==> src/common/sps_defs.svh <==
// Timing constants for the standby power sequencer
`ifndef SPS_DEFS_SVH
`define SPS_DEFS_SVH
`define SPS_CLK_HZ        25000000
`define SPS_DEBOUNCE_MS   50
`define SPS_READY_MS      300
`define SPS_WAKE_S        120
`define SPS_DEBOUNCE_CYC  ((`SPS_CLK_HZ / 1000) * `SPS_DEBOUNCE_MS)
`define SPS_READY_CYC     ((`SPS_CLK_HZ / 1000) * `SPS_READY_MS)
`define SPS_WAKE_CYC      (64'(`SPS_CLK_HZ) * 64'(`SPS_WAKE_S))
`define SPS_CNT_W         32
`endif

==> src/common/sps_pkg.sv <==
// Types shared by the standby power sequencer
package sps_pkg;
    typedef enum logic [5:0] {
        SPS_OFF      = 6'h01,
        SPS_BOOT     = 6'h02,
        SPS_ACTIVE   = 6'h04,
        SPS_SHUTDOWN = 6'h08,
        SPS_STANDBY  = 6'h10,
        SPS_DOZE     = 6'h20
    } sps_state_e;

    // Handshake with the software task manager
    typedef struct packed {
        logic tasks_stopped;
        logic card_detached;
    } sps_sw_ack_s;

    typedef struct packed {
        logic stop_tasks;
        logic detach_card;
    } sps_sw_req_s;
endpackage

==> src/rtl/sps_standby_power_sequencer.sv <==
// Standby power sequencer: button debounce, shutdown sequence, supply request
`include "sps_defs.svh"
module sps_standby_power_sequencer #(
    parameter int unsigned DEBOUNCE_CYC = `SPS_DEBOUNCE_CYC,
    parameter int unsigned READY_CYC    = `SPS_READY_CYC,
    parameter int unsigned WAKE_CYC     = `SPS_CNT_W'(`SPS_WAKE_CYC)
) (
    input  wire logic                clk_sys,
    input  wire logic                rst,
    input  wire logic                power_toggle_button_n,
    input  wire logic                power_mode_command,
    input  wire logic                supply_switch_fitted,
    input  wire sps_pkg::sps_sw_ack_s sw_ack,
    output logic                     supply_on_request,
    output logic                     module_operating,
    output sps_pkg::sps_sw_req_s     sw_req,
    output logic                     button_pullup_en
);
    import sps_pkg::*;

    logic                   btn_meta_reg;
    logic                   btn_sync_reg;
    logic [`SPS_CNT_W-1:0]  deb_cnt_reg, deb_cnt_next;
    logic                   deb_armed_reg, deb_armed_next;
    logic                   toggle_reg, toggle_next;
    sps_state_e             state_reg, state_next;
    logic [`SPS_CNT_W-1:0]  tmr_reg, tmr_next;
    logic                   from_button_reg, from_button_next;
    logic                   supply_reg, supply_next;
    logic                   ready_reg, ready_next;
    sps_sw_req_s            req_reg, req_next;

    // Two-flop synchroniser on the pin; only the second flop is read
    always_ff @(posedge clk_sys) begin
        if (rst) begin
            btn_meta_reg <= 1'h1;
            btn_sync_reg <= 1'h1;
        end else begin
            btn_meta_reg <= power_toggle_button_n;
            btn_sync_reg <= btn_meta_reg;
        end
    end

    // Debounce: one toggle per press, re-armed only once the button is released
    always_comb begin
        deb_cnt_next   = deb_cnt_reg;
        deb_armed_next = deb_armed_reg;
        toggle_next    = 1'h0;
        if (btn_sync_reg) begin
            deb_cnt_next   = '0;
            deb_armed_next = 1'h1;
        end else if (deb_armed_reg) begin
            if (deb_cnt_reg >= `SPS_CNT_W'(DEBOUNCE_CYC - 1)) begin
                toggle_next    = 1'h1;
                deb_armed_next = 1'h0;
                deb_cnt_next   = '0;
            end else begin
                deb_cnt_next = deb_cnt_reg + `SPS_CNT_W'(1);
            end
        end
    end

    always_ff @(posedge clk_sys) begin
        if (rst) begin
            deb_cnt_reg   <= '0;
            deb_armed_reg <= 1'h0;        // A button held through reset still gives a toggle: the synchroniser resets high, which arms the debounce
            toggle_reg    <= 1'h0;
        end else begin
            deb_cnt_reg   <= deb_cnt_next;
            deb_armed_reg <= deb_armed_next;
            toggle_reg    <= toggle_next;
        end
    end

    // Power state sequencing
    always_comb begin
        state_next       = state_reg;
        tmr_next         = tmr_reg;
        from_button_next = from_button_reg;
        supply_next      = supply_reg;
        ready_next       = 1'h0;
        req_next         = '0;
        case (state_reg)
            SPS_OFF: begin
                state_next  = SPS_BOOT;
                supply_next = 1'h1;
                tmr_next    = '0;
            end
            SPS_BOOT: begin
                if (tmr_reg >= `SPS_CNT_W'(READY_CYC - 1)) begin
                    state_next = SPS_ACTIVE;
                    ready_next = 1'h1;
                end else begin
                    tmr_next = tmr_reg + `SPS_CNT_W'(1);
                end
            end
            SPS_ACTIVE: begin
                ready_next = 1'h1;
                if (toggle_reg || power_mode_command) begin
                    state_next       = SPS_SHUTDOWN;
                    from_button_next = toggle_reg;
                    ready_next       = 1'h0;
                    req_next         = '{stop_tasks: 1'h1, detach_card: 1'h1};
                end
            end
            SPS_SHUTDOWN: begin
                // Supply stays on until software confirms both steps
                req_next = '{stop_tasks: 1'h1, detach_card: 1'h1};
                if (sw_ack.tasks_stopped && sw_ack.card_detached) begin
                    req_next = '0;
                    tmr_next = '0;
                    if (!supply_switch_fitted && from_button_reg) begin
                        state_next = SPS_DOZE;
                    end else begin
                        state_next  = SPS_STANDBY;
                        supply_next = 1'h0;
                    end
                end
            end
            SPS_STANDBY: begin
                if (toggle_reg) begin
                    state_next  = SPS_BOOT;
                    supply_next = 1'h1;
                    tmr_next    = '0;
                end
            end
            SPS_DOZE: begin
                // Main supply never drops here, so either the button or a timed wake returns to boot
                if (toggle_reg || tmr_reg >= `SPS_CNT_W'(WAKE_CYC - 1)) begin
                    state_next = SPS_BOOT;
                    tmr_next   = '0;
                end else begin
                    tmr_next = tmr_reg + `SPS_CNT_W'(1);
                end
            end
            default: begin
                state_next  = SPS_OFF;
                supply_next = 1'h0;
            end
        endcase
    end

    always_ff @(posedge clk_sys) begin
        if (rst) begin
            state_reg       <= SPS_OFF;
            tmr_reg         <= '0;
            from_button_reg <= 1'h0;
            supply_reg      <= 1'h0;
            ready_reg       <= 1'h0;
            req_reg         <= '0;
        end else begin
            state_reg       <= state_next;
            tmr_reg         <= tmr_next;
            from_button_reg <= from_button_next;
            supply_reg      <= supply_next;
            ready_reg       <= ready_next;
            req_reg         <= req_next;
        end
    end

    // Outputs straight from flops, pull-up enable tied high; the switch follows supply request on its own
    assign supply_on_request = supply_reg;
    assign module_operating  = ready_reg;
    assign sw_req            = req_reg;
    assign button_pullup_en  = 1'h1;

    // Assertions
    a_ready_only_active: assert property (@(posedge clk_sys) disable iff (rst)
        ready_reg |-> (state_reg == SPS_ACTIVE))
        else $error("operating status high outside active");
    a_ready_delay: assert property (@(posedge clk_sys) disable iff (rst)
        ($rose(ready_reg)) |-> ($past(tmr_reg) == `SPS_CNT_W'(READY_CYC - 1)))
        else $error("operating status rose at wrong time");
    a_supply_after_ack: assert property (@(posedge clk_sys) disable iff (rst)
        $fell(supply_reg) |-> $past(sw_ack.tasks_stopped && sw_ack.card_detached))
        else $error("supply dropped before clean shutdown");
    a_shutdown_holds_supply: assert property (@(posedge clk_sys) disable iff (rst)
        (state_reg == SPS_SHUTDOWN) |-> supply_reg)
        else $error("supply off during shutdown");
    a_cmd_starts_shutdown: assert property (@(posedge clk_sys) disable iff (rst)
        (state_reg == SPS_ACTIVE && power_mode_command) |=> (state_reg == SPS_SHUTDOWN))
        else $error("standby command ignored");
    a_toggle_starts_shutdown: assert property (@(posedge clk_sys) disable iff (rst)
        (state_reg == SPS_ACTIVE && toggle_reg) |=> req_reg.stop_tasks && req_reg.detach_card)
        else $error("button standby ignored");
    a_wake_raises_supply: assert property (@(posedge clk_sys) disable iff (rst)
        (state_reg == SPS_STANDBY && toggle_reg) |=> supply_reg && state_reg == SPS_BOOT)
        else $error("wake did not raise supply");
    a_toggle_single: assert property (@(posedge clk_sys) disable iff (rst)
        toggle_reg |=> !toggle_reg [*2])
        else $error("debounce toggled twice");
    a_toggle_count: assert property (@(posedge clk_sys) disable iff (rst)
        toggle_next |-> (!btn_sync_reg && deb_cnt_reg == `SPS_CNT_W'(DEBOUNCE_CYC - 1)))
        else $error("toggle before debounce time");
    a_doze_keeps_supply: assert property (@(posedge clk_sys) disable iff (rst)
        (state_reg == SPS_DOZE) |-> supply_reg && !ready_reg)
        else $error("doze state lost supply");
    c_cmd_standby: cover property (@(posedge clk_sys) disable iff (rst)
        state_reg == SPS_SHUTDOWN ##[1:50] state_reg == SPS_STANDBY);
    c_button_wake: cover property (@(posedge clk_sys) disable iff (rst)
        state_reg == SPS_STANDBY && toggle_reg);
    c_doze_wake: cover property (@(posedge clk_sys) disable iff (rst)
        state_reg == SPS_DOZE ##1 state_reg == SPS_BOOT);
endmodule

==> config.mk <==
export PLATFORM = sky130hd
export DESIGN_NAME = sps_standby_power_sequencer
export DESIGN_NICKNAME = d
export VERILOG_FILES = /design/src/common/sps_pkg.sv /design/src/rtl/sps_standby_power_sequencer.sv
export VERILOG_INCLUDE_DIRS = /design/src /design/src/common
export SDC_FILE = /design/constraint.sdc
export NUM_CORES = 1
export LEC_CHECK = 0
export BUFFER_PORTS_ARGS = -buffer_cell sky130_fd_sc_hd__buf_2
export CAP_MARGIN = 20
export CORE_MARGIN = 5
export CORE_UTILIZATION = 30
export CTS_BUF_LIST = sky130_fd_sc_hd__clkbuf_16
export DETAILED_ROUTE_END_ITERATION = 6
export GPL_ROUTABILITY_DRIVEN = 0
export PLACE_DENSITY = 0.41
export SLEW_MARGIN = 20
export SYNTH_ARGS = -nofsm -noshare
export SYNTH_HDL_FRONTEND = slang
export SYNTH_SLANG_ARGS = --single-unit
==> constraint.sdc <==
create_clock -name clk_sys -period 5.25 [get_ports clk_sys]
set_clock_uncertainty 0.2 [all_clocks]
set_input_delay 0.525 -clock clk_sys [delete_from_list [all_inputs] [get_ports clk_sys]]
set_output_delay 0.525 -clock clk_sys [all_outputs]
set_load 0.005 [all_outputs]
==> results of run 1 <==
==> final cells by class <==
cell class | count | area (um2)
clock buffers | 9 | 225
clock inverters | 7 | 65.1
fillers | 1461 | 9240
inverters | 8 | 30.0
multi-input cells | 404 | 2460
flip-flops and latches | 78 | 1560
well taps | 180 | 225
repair buffers | 13 | 72.6
==> power breakdown <==
group          internal [mW]  switching (mW)  total [mW]
combinational         0.0223          0.0580      0.0803
sequential             0.598          0.0128       0.611
clock                  0.364           0.257       0.621
==> routing by layer <==
metal | track usage (%) | share of wire [%] | vias up
met1 | 18.6 | 51 | 1727
li1 | - | - | 1921
met3 | 3.75 | 4.0 | 11
met4 | 4.63 | 1.6 | 0
met5 | 0 | 0 | -
met2 | 19.1 | 43 | 51
==> worst max-delay path by stage <==
stage,to,slack (ns),cells after the start
6_report,tmr_reg[24],1.76,6
5_1_grt,tmr_reg[24],1.51,7
4_1_cts,tmr_reg[24],1.76,6
3_5_place_dp,tmr_reg[24],1.79,6
3_3_place_gp,tmr_reg[20],1.87,6
2_1_floorplan,tmr_reg[23],2.75,8
==> cells in the mapped netlist, types with 2 or more instances <==
library cell	number	area (um2)
buf_2	7	35.0
clkbuf_1	16	60.1
nand4_1	13	81.3
inv_1	8	30.0
nor2_1	60	225
a211o_1	2	17.5
buf_4	5	37.5
o41ai_1	3	26.3
xor2_1	16	140
or4b_2	3	30.0
a31o_2	2	17.5
o31ai_1	22	165
a31oi_1	5	31.3
a21oi_1	39	195
buf_6	7	78.8
o21a_1	5	37.5
nand3_1	34	170
o21ai_0	14	70.1
nor3_1	23	115
nand2b_1	3	18.8
nand3b_1	3	22.5
ha_1	2	25.0
o21ba_1	2	20.0
or3_1	8	50.1
o211ai_1	3	22.5
a41oi_1	3	26.3
nand2_1	43	161
nor4_1	7	43.8
or4_1	27	203
nor2b_1	5	31.3
a311o_1	2	20.0
nor3b_1	2	15.0
and4_1	8	70.1
or2_2	2	12.5
dfxtp_1	78	1560
xnor2_1	14	123
and3_1	9	56.3
and2_1	3	18.8
==> kinds of logic after synthesis <==
group / Yosys count
multiplexers: 1
other: 1
flip-flops: 78
XOR/XNOR: 30
AO/OA/AOI/OAI: 112
buffers and inverters: 43
adder cells (fa/ha/maj): 2
AND/OR/NAND/NOR: 258
==> critical path, delay by kind of cell (launching register included) <==
kind | cells | cell delay [ns]
buffers and inverters | 1 | 0.44
AO/OA/AOI/OAI | 2 | 0.65
AND/OR/NAND/NOR | 3 | 1.45
flip-flops | 1 | 0.67
==> stage by stage <==
stage	cells	setup WS [ns]	area [um2]	hold slack, ns
after floorplan	525	2.75	4250	0.189
after global placement	683	1.87	4350	0.201
after detailed placement	683	1.79	4350	0.203
after CTS	699	1.76	4640	0.143
after global routing	699	1.51	4640	0.163
final	699	1.76	4640	0.160
==> run summary, run 1 <==
## Outcome
- status: complete, no violations

## Flow run
- number of maximum-capacitance constraint violations: 0

## GRT
- wire length of the first global-routing pass: 17600 um
- initial antenna violation count: 0
- aggregate global routing overflow: 0
- via count of the first global-routing pass: 3459
- combined global-route utilization of all metal layers: 13.1%
- maximum number of pins on one net before global-route repair: 34

## Yosys
- synthesized net count: 534
- post-synthesis simple-gate area fraction: 32.2%
- cells after synthesis: 525
- FFs w/ async S/R, synth: 0%
- complex-gate fraction of the synthesized area: 18.3%
- average instance area after synthesis: 8.10 um2
- EDFF count, synth: 0
- number of storage elements in the synthesis netlist: 78
- Synthesis Warnings: 0
- adder and majority cell fraction of the synthesized area: 0.589%
- ys flop type: dfxtp_1
- XOR/XNOR share of the synthesized area: 6.18%
- sequential share of the synthesized area: 36.7%
- Post-Synthesis Cell Area: 4250 um2
- Cell variety after synth: 55
- main combinational cell family by area after synthesis: simple AND/OR/NAND/NOR gates
- mux cell area share after synthesis: 0.235%

## Timing
- headroom to the max-slew limit: 44.4%
- total negative slack for setup checks: 0 ns
- shortest period the worst path allows: 3.49 ns
- slew at the pin with the worst max-slew slack: 0.832 ns
- Final Cycle Share: 66.5%
- max-slew violation count: 0
- number of setup violations in the final report: 0
- number of hold-slack violations in the final timing report: 0
- achievable frequency: 286 MHz
- RSZ-0062 raised after global routing: no

## Die
- total number of placement rows: 43
- Chip Height: 129 um
- Initial Util: 30.6%
- IO Count: 12
- core area: 13900 um2
- die area: 16700 um2
- Horiz. Die Dim: 129 um

## Pwr
- maximum ir drop on the vdd rail: 0.000176 V
- Design Power: 1.31 mW
- cell area power density: 283 nW/um2
- total leakage power: 1.38 nW

## Clock tree
- number of buffers inserted during clock tree synthesis: 9
- CTS H-tree depth: 3
- clk buf depth: 2
- TritonCTS clock tree: yes
- Setup Buffers After CTS: 0
- clock sinks: 78
- source-to-sink clock delay at the later pin of the worst-skew pair: 0.35 ns
- Resize count post-CTS: 0
- cell at the root of the clock tree: clkbuf_16
- hold-fix buffer count after cts: 0
- clock slew at the register clock pins of the worst setup and hold paths: 0.06 ns

## Layout
- synthesis-to-layout area growth: 9.12%
- leading cell types in the layout, fill and taps excluded: 78 x dfxtp_1, 60 x nor2_1, 43 x nand2_1, 39 x a21oi_1, 34 x nand3_1
- net total in the final layout: 523
- share of post-route cells with drive strength above 1: 7.51%
- total inserted antenna cells: 0
- Final Core Density: 33.4%
- most common cell after layout, fill and taps aside: dfxtp_1

## Critical path
- R2R Path End: tmr_reg[24]
- Worst Setup End Kind: register
- cell depth of the worst flop-to-flop path: 6
- worst setup path class: reg2reg
- cell chain of the critical path: nor3_1, a311oi_4, nand2_1, buf_4, or4b_2, a21oi_1
- Slowest-stage cell, CP: dfxtp_1
- critical path data arrival time: 3.56 ns
- largest driver fanout on the critical path: 28
- Setup crit start kind: register
- stage delay of the slowest cell on the critical path: 0.67 ns
- worst path required time: 5.32 ns
- worst reg-to-reg setup slack: 1.76 ns
- Crit Reg-Reg Startpoint: state_reg[1]
- Critical Path Source: state_reg[1]

## Route
- Avg WL per Cell: 14.7 um
- drc violations: 0
- DRT iter0 DRCs: 265
- router iterations before antenna repair: 4
- via count of the routed design: 3710
- vias per cell: 5.31
- Post-DRT Antenna Nets: 0
- Detailed Route WL: 10300 um

## Place
- number of buffers added on ports: 10
- half-perimeter wire length after placement: 6850 um

## Hold path
- Hold EP: btn_meta_reg
- startpoint of the lowest-slack hold path: power_toggle_button_n
- type of the worst min-delay path: in2reg
- depth of the worst hold-timing path: 2

(Power assumes the default switching activity.)
==> inputs of run 2 (changes only) <==
==> constraint.sdc (replaced) <==
create_clock -name clk_sys -period 3.51 [get_ports clk_sys]
set_clock_uncertainty 0.2 [all_clocks]
set_input_delay 0.351 -clock clk_sys [delete_from_list [all_inputs] [get_ports clk_sys]]
set_output_delay 0.351 -clock clk_sys [all_outputs]
set_load 0.005 [all_outputs]
==> run 2 against run 1 <==
Compared with the run above:
- worst setup slack worse by 1.3 ns
- clock power up 41%
- wire length up 1.4%
- final area up 1.2%
- non-clock buffer count up 7
- cell count up 1.0%
==> run summary, run 2 (synthesis results as in run 1) <==
## Layout
- net total in the final layout: 530
- Fillers: 1465
- most common cell after layout, fill and taps aside: dfxtp_1
- leading cell types in the layout, fill and taps excluded: 78 x dfxtp_1, 60 x nor2_1, 43 x nand2_1, 39 x a21oi_1, 34 x nand3_1
- share of post-route cells with drive strength above 1: 8.94%
- total inserted antenna cells: 0
- post-layout instance count excluding filler cells: 706
- synthesis-to-layout area growth: 10.4%

## Timing
- total negative slack for setup checks: 0 ns
- shortest period the worst path allows: 3.01 ns
- achievable frequency: 332 MHz
- max-slew violation count: 0
- number of setup violations in the final report: 0
- RSZ-0062 raised after global routing: no
- Final Cycle Share: 85.7%
- headroom to the max-slew limit: 43.4%
- number of hold-slack violations in the final timing report: 0
- slew at the pin with the worst max-slew slack: 0.841 ns

## Place
- half-perimeter wire length after placement: 7230 um
- number of placed instances with taps included: 689
- number of buffers added on ports: 10

## GRT
- wire length of the first global-routing pass: 17900 um
- maximum number of pins on one net before global-route repair: 31
- via count of the first global-routing pass: 3577
- combined global-route utilization of all metal layers: 13.3%
- initial antenna violation count: 0
- aggregate global routing overflow: 0

## Die
- Chip Height: 129 um
- Horiz. Die Dim: 129 um
- die area: 16700 um2
- total number of placement rows: 43
- IO Count: 12
- Initial Util: 30.6%
- core area: 13900 um2

## Clock tree
- number of buffers inserted during clock tree synthesis: 9
- TritonCTS clock tree: yes
- Resize count post-CTS: 0
- clock sinks: 78
- clock slew at the register clock pins of the worst setup and hold paths: 0.06 ns
- CTS H-tree depth: 3
- hold-fix buffer count after cts: 1
- source-to-sink clock delay at the later pin of the worst-skew pair: 0.34 ns
- clk buf depth: 2
- cell at the root of the clock tree: clkbuf_16
- Setup Buffers After CTS: 0

## Pwr
- maximum ir drop on the vdd rail: 0.000209 V
- Design Power: 1.92 mW
- total leakage power: 1.41 nW
- cell area power density: 409 nW/um2

## Critical path
- critical path data arrival time: 3.08 ns
- Worst Setup End Kind: register
- worst setup path class: reg2reg
- largest driver fanout on the critical path: 24
- worst path required time: 3.58 ns
- Setup crit start kind: register

## Route
- drc violations: 0
- Post-DRT Antenna Nets: 0
- Detailed Route WL: 10500 um
- via count of the routed design: 3774
- DRT iter0 DRCs: 256
- router iterations before antenna repair: 4
- Avg WL per Cell: 14.8 um
- vias per cell: 5.35

## Hold path
- type of the worst min-delay path: in2reg

## Outcome
- status: complete, no violations

## Flow run
- number of maximum-capacitance constraint violations: 0

[run 2: worst paths after layout]
check	end	startpoint	slack (ns)	cells past startpoint
hold / removal	from_button_reg	power_mode_command	0.14	4
setup reg to reg	tmr_reg[7]	state_reg[0]	0.50	6
setup / recovery	tmr_reg[7]	state_reg[0]	0.50	6
hold reg to reg	btn_sync_reg	btn_meta_reg	0.23	1
[run 2: per-stage QoR]
stage / area (um2) / setup WS [ns] / util [%] / hold WS, ns
floorplan: 4250 / 1.01 / - / 0.189
global placement: 4410 / 0.545 / 31.7 / 0.207
detailed placement: 4410 / 0.519 / 31.7 / 0.211
CTS: 4690 / 0.491 / 33.8 / 0.118
global route: 4690 / 0.237 / 33.8 / 0.183
finish: 4690 / 0.502 / 33.8 / 0.136
[run 2: final cells by class]
type	count	area, um2	area share (%)
Clock buffer	9	225	4.80
Clock inverter	7	51.3	1.09
Inverter	8	30.0	0.640
Sequential cell	78	1560	33.3
Multi-Input combinational cell	404	2460	52.4
Tap cell	180	225	4.80
Timing Repair Buffer	20	140	2.99
[run 2: routing by layer]
metal / track usage, % / part of all wire (%) / vias up
li1: - / - / 1937
met1: 18.6 / 51 / 1781
met2: 20.2 / 44 / 44
met3: 2.76 / 3.3 / 12
met4: 5.37 / 1.5 / 0
met5: 0 / 0 / -
[run 2: power by group]
part,leakage (nW),internal [mW],switching (mW),total (mW)
Combinational,0.651,0.0412,0.0881,0.129
Sequential,0.630,0.894,0.0203,0.914
Clock,0.133,0.480,0.395,0.875
Total,1.41,1.42,0.503,1.92
[run 2: worst max-delay path, stage by stage, from the launching register on]
cell      delay (ns)
dfxtp_1         0.69
nor3_1          0.23
a311oi_4        0.51
nand2_1         0.33
buf_4           0.31
or4_1           0.52
a21oi_1         0.15
==> inputs of run 3 (changes only) <==
--- a/config.mk
+++ b/config.mk
@@ -9,11 +9,11 @@
 export BUFFER_PORTS_ARGS = -buffer_cell sky130_fd_sc_hd__buf_2
 export CAP_MARGIN = 20
 export CORE_MARGIN = 5
-export CORE_UTILIZATION = 30
+export CORE_UTILIZATION = 62
 export CTS_BUF_LIST = sky130_fd_sc_hd__clkbuf_16
 export DETAILED_ROUTE_END_ITERATION = 6
 export GPL_ROUTABILITY_DRIVEN = 0
-export PLACE_DENSITY = 0.41
+export PLACE_DENSITY = 0.76
 export SLEW_MARGIN = 20
 export SYNTH_ARGS = -nofsm -noshare
 export SYNTH_HDL_FRONTEND = slang
==> run 3 against run 2 <==
Compared with the run above:
- die area is 48% lower
- maximum frequency down 2.0%
- core utilization increased by 34 points
- worst hold slack better by 0.0059 ns
- sequential cell count did not move
- combinational power fell by 5%
- clock power rose by 9.1%
- final area shrank 2.9%
- cell count down 15%
- sequential share of layout area up 0.98 points
- worst setup slack lost 0.062 ns
==> run summary, run 3 (synthesis results as in run 1) <==
## Outcome
- status: complete, no violations

## Critical path
- kind of cell with the highest combined delay on the critical path: simple AND/OR/NAND/NOR gates
- combined buffer and inverter count along the critical path: 1
- Worst Setup End Kind: register
- Slowest-stage cell, CP: o22ai_4
- cell chain of the critical path: nor3_1, nand3_1, or2_0, o22ai_4, buf_12, or4_1, a21oi_1
- stage delay of the slowest cell on the critical path: 0.63 ns
- largest driver fanout on the critical path: 35
- worst setup path class: reg2reg
- worst path required time: 3.50 ns
- critical path data arrival time: 3.06 ns
- Setup crit start kind: register

## Die
- die area: 8610 um2
- IO Count: 12
- Initial Util: 63.3%
- core area: 6720 um2
- Chip Height: 92.8 um
- Horiz. Die Dim: 92.8 um
- total number of placement rows: 30

## Pwr
- Seq pwr share: 45.9%
- Psw: 0.501 mW
- cell area power density: 437 nW/um2
- portion of total power attributed to the clock network: 47.9%
- internal cell power: 1.49 mW
- switching share of total power: 25.1%
- relative contribution of combinational cells to total power: 6.2%
- total leakage power: 1.40 nW
- maximum ir drop on the vdd rail: 0.000321 V

## Timing
- total negative slack for setup checks: 0 ns
- RSZ-0062 raised after global routing: no
- headroom to the max-slew limit: 40.1%
- max-slew violation count: 0
- slew at the pin with the worst max-slew slack: 0.890 ns
- number of hold-slack violations in the final timing report: 0
- shortest period the worst path allows: 3.07 ns
- number of setup violations in the final report: 0
- achievable frequency: 326 MHz
- Final Cycle Share: 87.5%

## Route
- drc violations: 0
- Avg WL per Cell: 15.6 um
- DRT iter0 DRCs: 261
- Post-DRT Antenna Nets: 0
- router iterations before antenna repair: 5
- via count of the routed design: 3894
- Detailed Route WL: 9410 um
- vias per cell: 6.48

## Clock tree
- cell at the root of the clock tree: clkbuf_16
- clock sinks: 78
- Setup Buffers After CTS: 0
- TritonCTS clock tree: yes
- clk buf depth: 2
- clock slew at the register clock pins of the worst setup and hold paths: 0.06 ns
- source-to-sink clock delay at the later pin of the worst-skew pair: 0.34 ns
- CTS H-tree depth: 3
- Resize count post-CTS: 0
- number of buffers inserted during clock tree synthesis: 9

## Layout
- Fillers: 553
- most common cell after layout, fill and taps aside: dfxtp_1
- finished layout cell area: 4560 um2
- net total in the final layout: 525
- leading cell types in the layout, fill and taps excluded: 78 x dfxtp_1, 60 x nor2_1, 43 x nand2_1, 39 x a21oi_1, 34 x nand3_1
- share of post-route cells with drive strength above 1: 8.25%
- synthesis-to-layout area growth: 7.24%
- total inserted antenna cells: 0

## Place
- placement-stage cell area: 4240 um2
- number of buffers added on ports: 10
- half-perimeter wire length after placement: 6180 um

## GRT
- aggregate global routing overflow: 0
- maximum number of pins on one net before global-route repair: 42
- combined global-route utilization of all metal layers: 23.0%
- via count of the first global-routing pass: 3449
- initial antenna violation count: 0
- wire length of the first global-routing pass: 16200 um

## Flow run
- number of maximum-capacitance constraint violations: 0

## Hold path
- type of the worst min-delay path: in2reg

[run 3: metal layers]
layer  global-route usage (%)  share of wire (%)
met1                     30.8                 47
met2                     37.1                 47
met3                     5.36                4.6
met4                     6.35                1.0
met5                        0                  0
[run 3: cell type report]
type	instances	area (um2)	share of cell area (%)
well taps	80	100	2.20
repair buffers	15	103	2.25
clock buffers	9	225	4.94
clock inverters	7	80.1	1.76
flip-flops and latches	78	1560	34.2
inverters	8	30.0	0.659
multi-input cells	404	2460	54.0
[run 3: final timing paths]
path	cells after the start	startpoint	end	slack [ns]
min	4	power_mode_command	from_button_reg	0.14
min reg2reg	1	btn_meta_reg	btn_sync_reg	0.24
max	7	state_reg[2]	tmr_reg[31]	0.44
max reg2reg	7	state_reg[2]	tmr_reg[31]	0.44
[run 3: repair_timing]
| action | in CTS | in global routing |
|---|---|---|
| endpoints found under the hold margin | 1 | 0 |
| hold buffers | 1 | 0 |
| endpoints found under the setup margin | 0 | 0 |
[run 3: power by group through the flow]
stage	Clock (mW)	Combinational (mW)	Sequential, mW
2_1_floorplan	0	0.113	0.923
4_1_cts	0.969	0.121	0.914
3_5_place_dp	0	0.120	0.934
5_1_grt	1.01	0.135	0.916
3_3_place_gp	0	0.118	0.933
6_report	0.955	0.123	0.914
[run 3: metrics by stage]
step / util, % / power, mW / hold slack [ns] / std cells / setup WS (ns)
6_report: 67.9 / 1.99 / 0.142 / 601 / 0.439
3_5_place_dp: 63.2 / 1.05 / 0.218 / 584 / 0.468
2_1_floorplan: - / 1.04 / 0.189 / 525 / 1.01
4_1_cts: 67.9 / 2.00 / 0.135 / 601 / 0.450
3_3_place_gp: 63.2 / 1.05 / 0.200 / 584 / 0.569
5_1_grt: 67.9 / 2.06 / 0.162 / 601 / 0.168
[run 3: worst min-delay path, delay by kind of cell]
kind	cells	cell delay [ns]
buffers and inverters	1	0.11
AND/OR/NAND/NOR	2	0.13
AO/OA/AOI/OAI	1	0.05
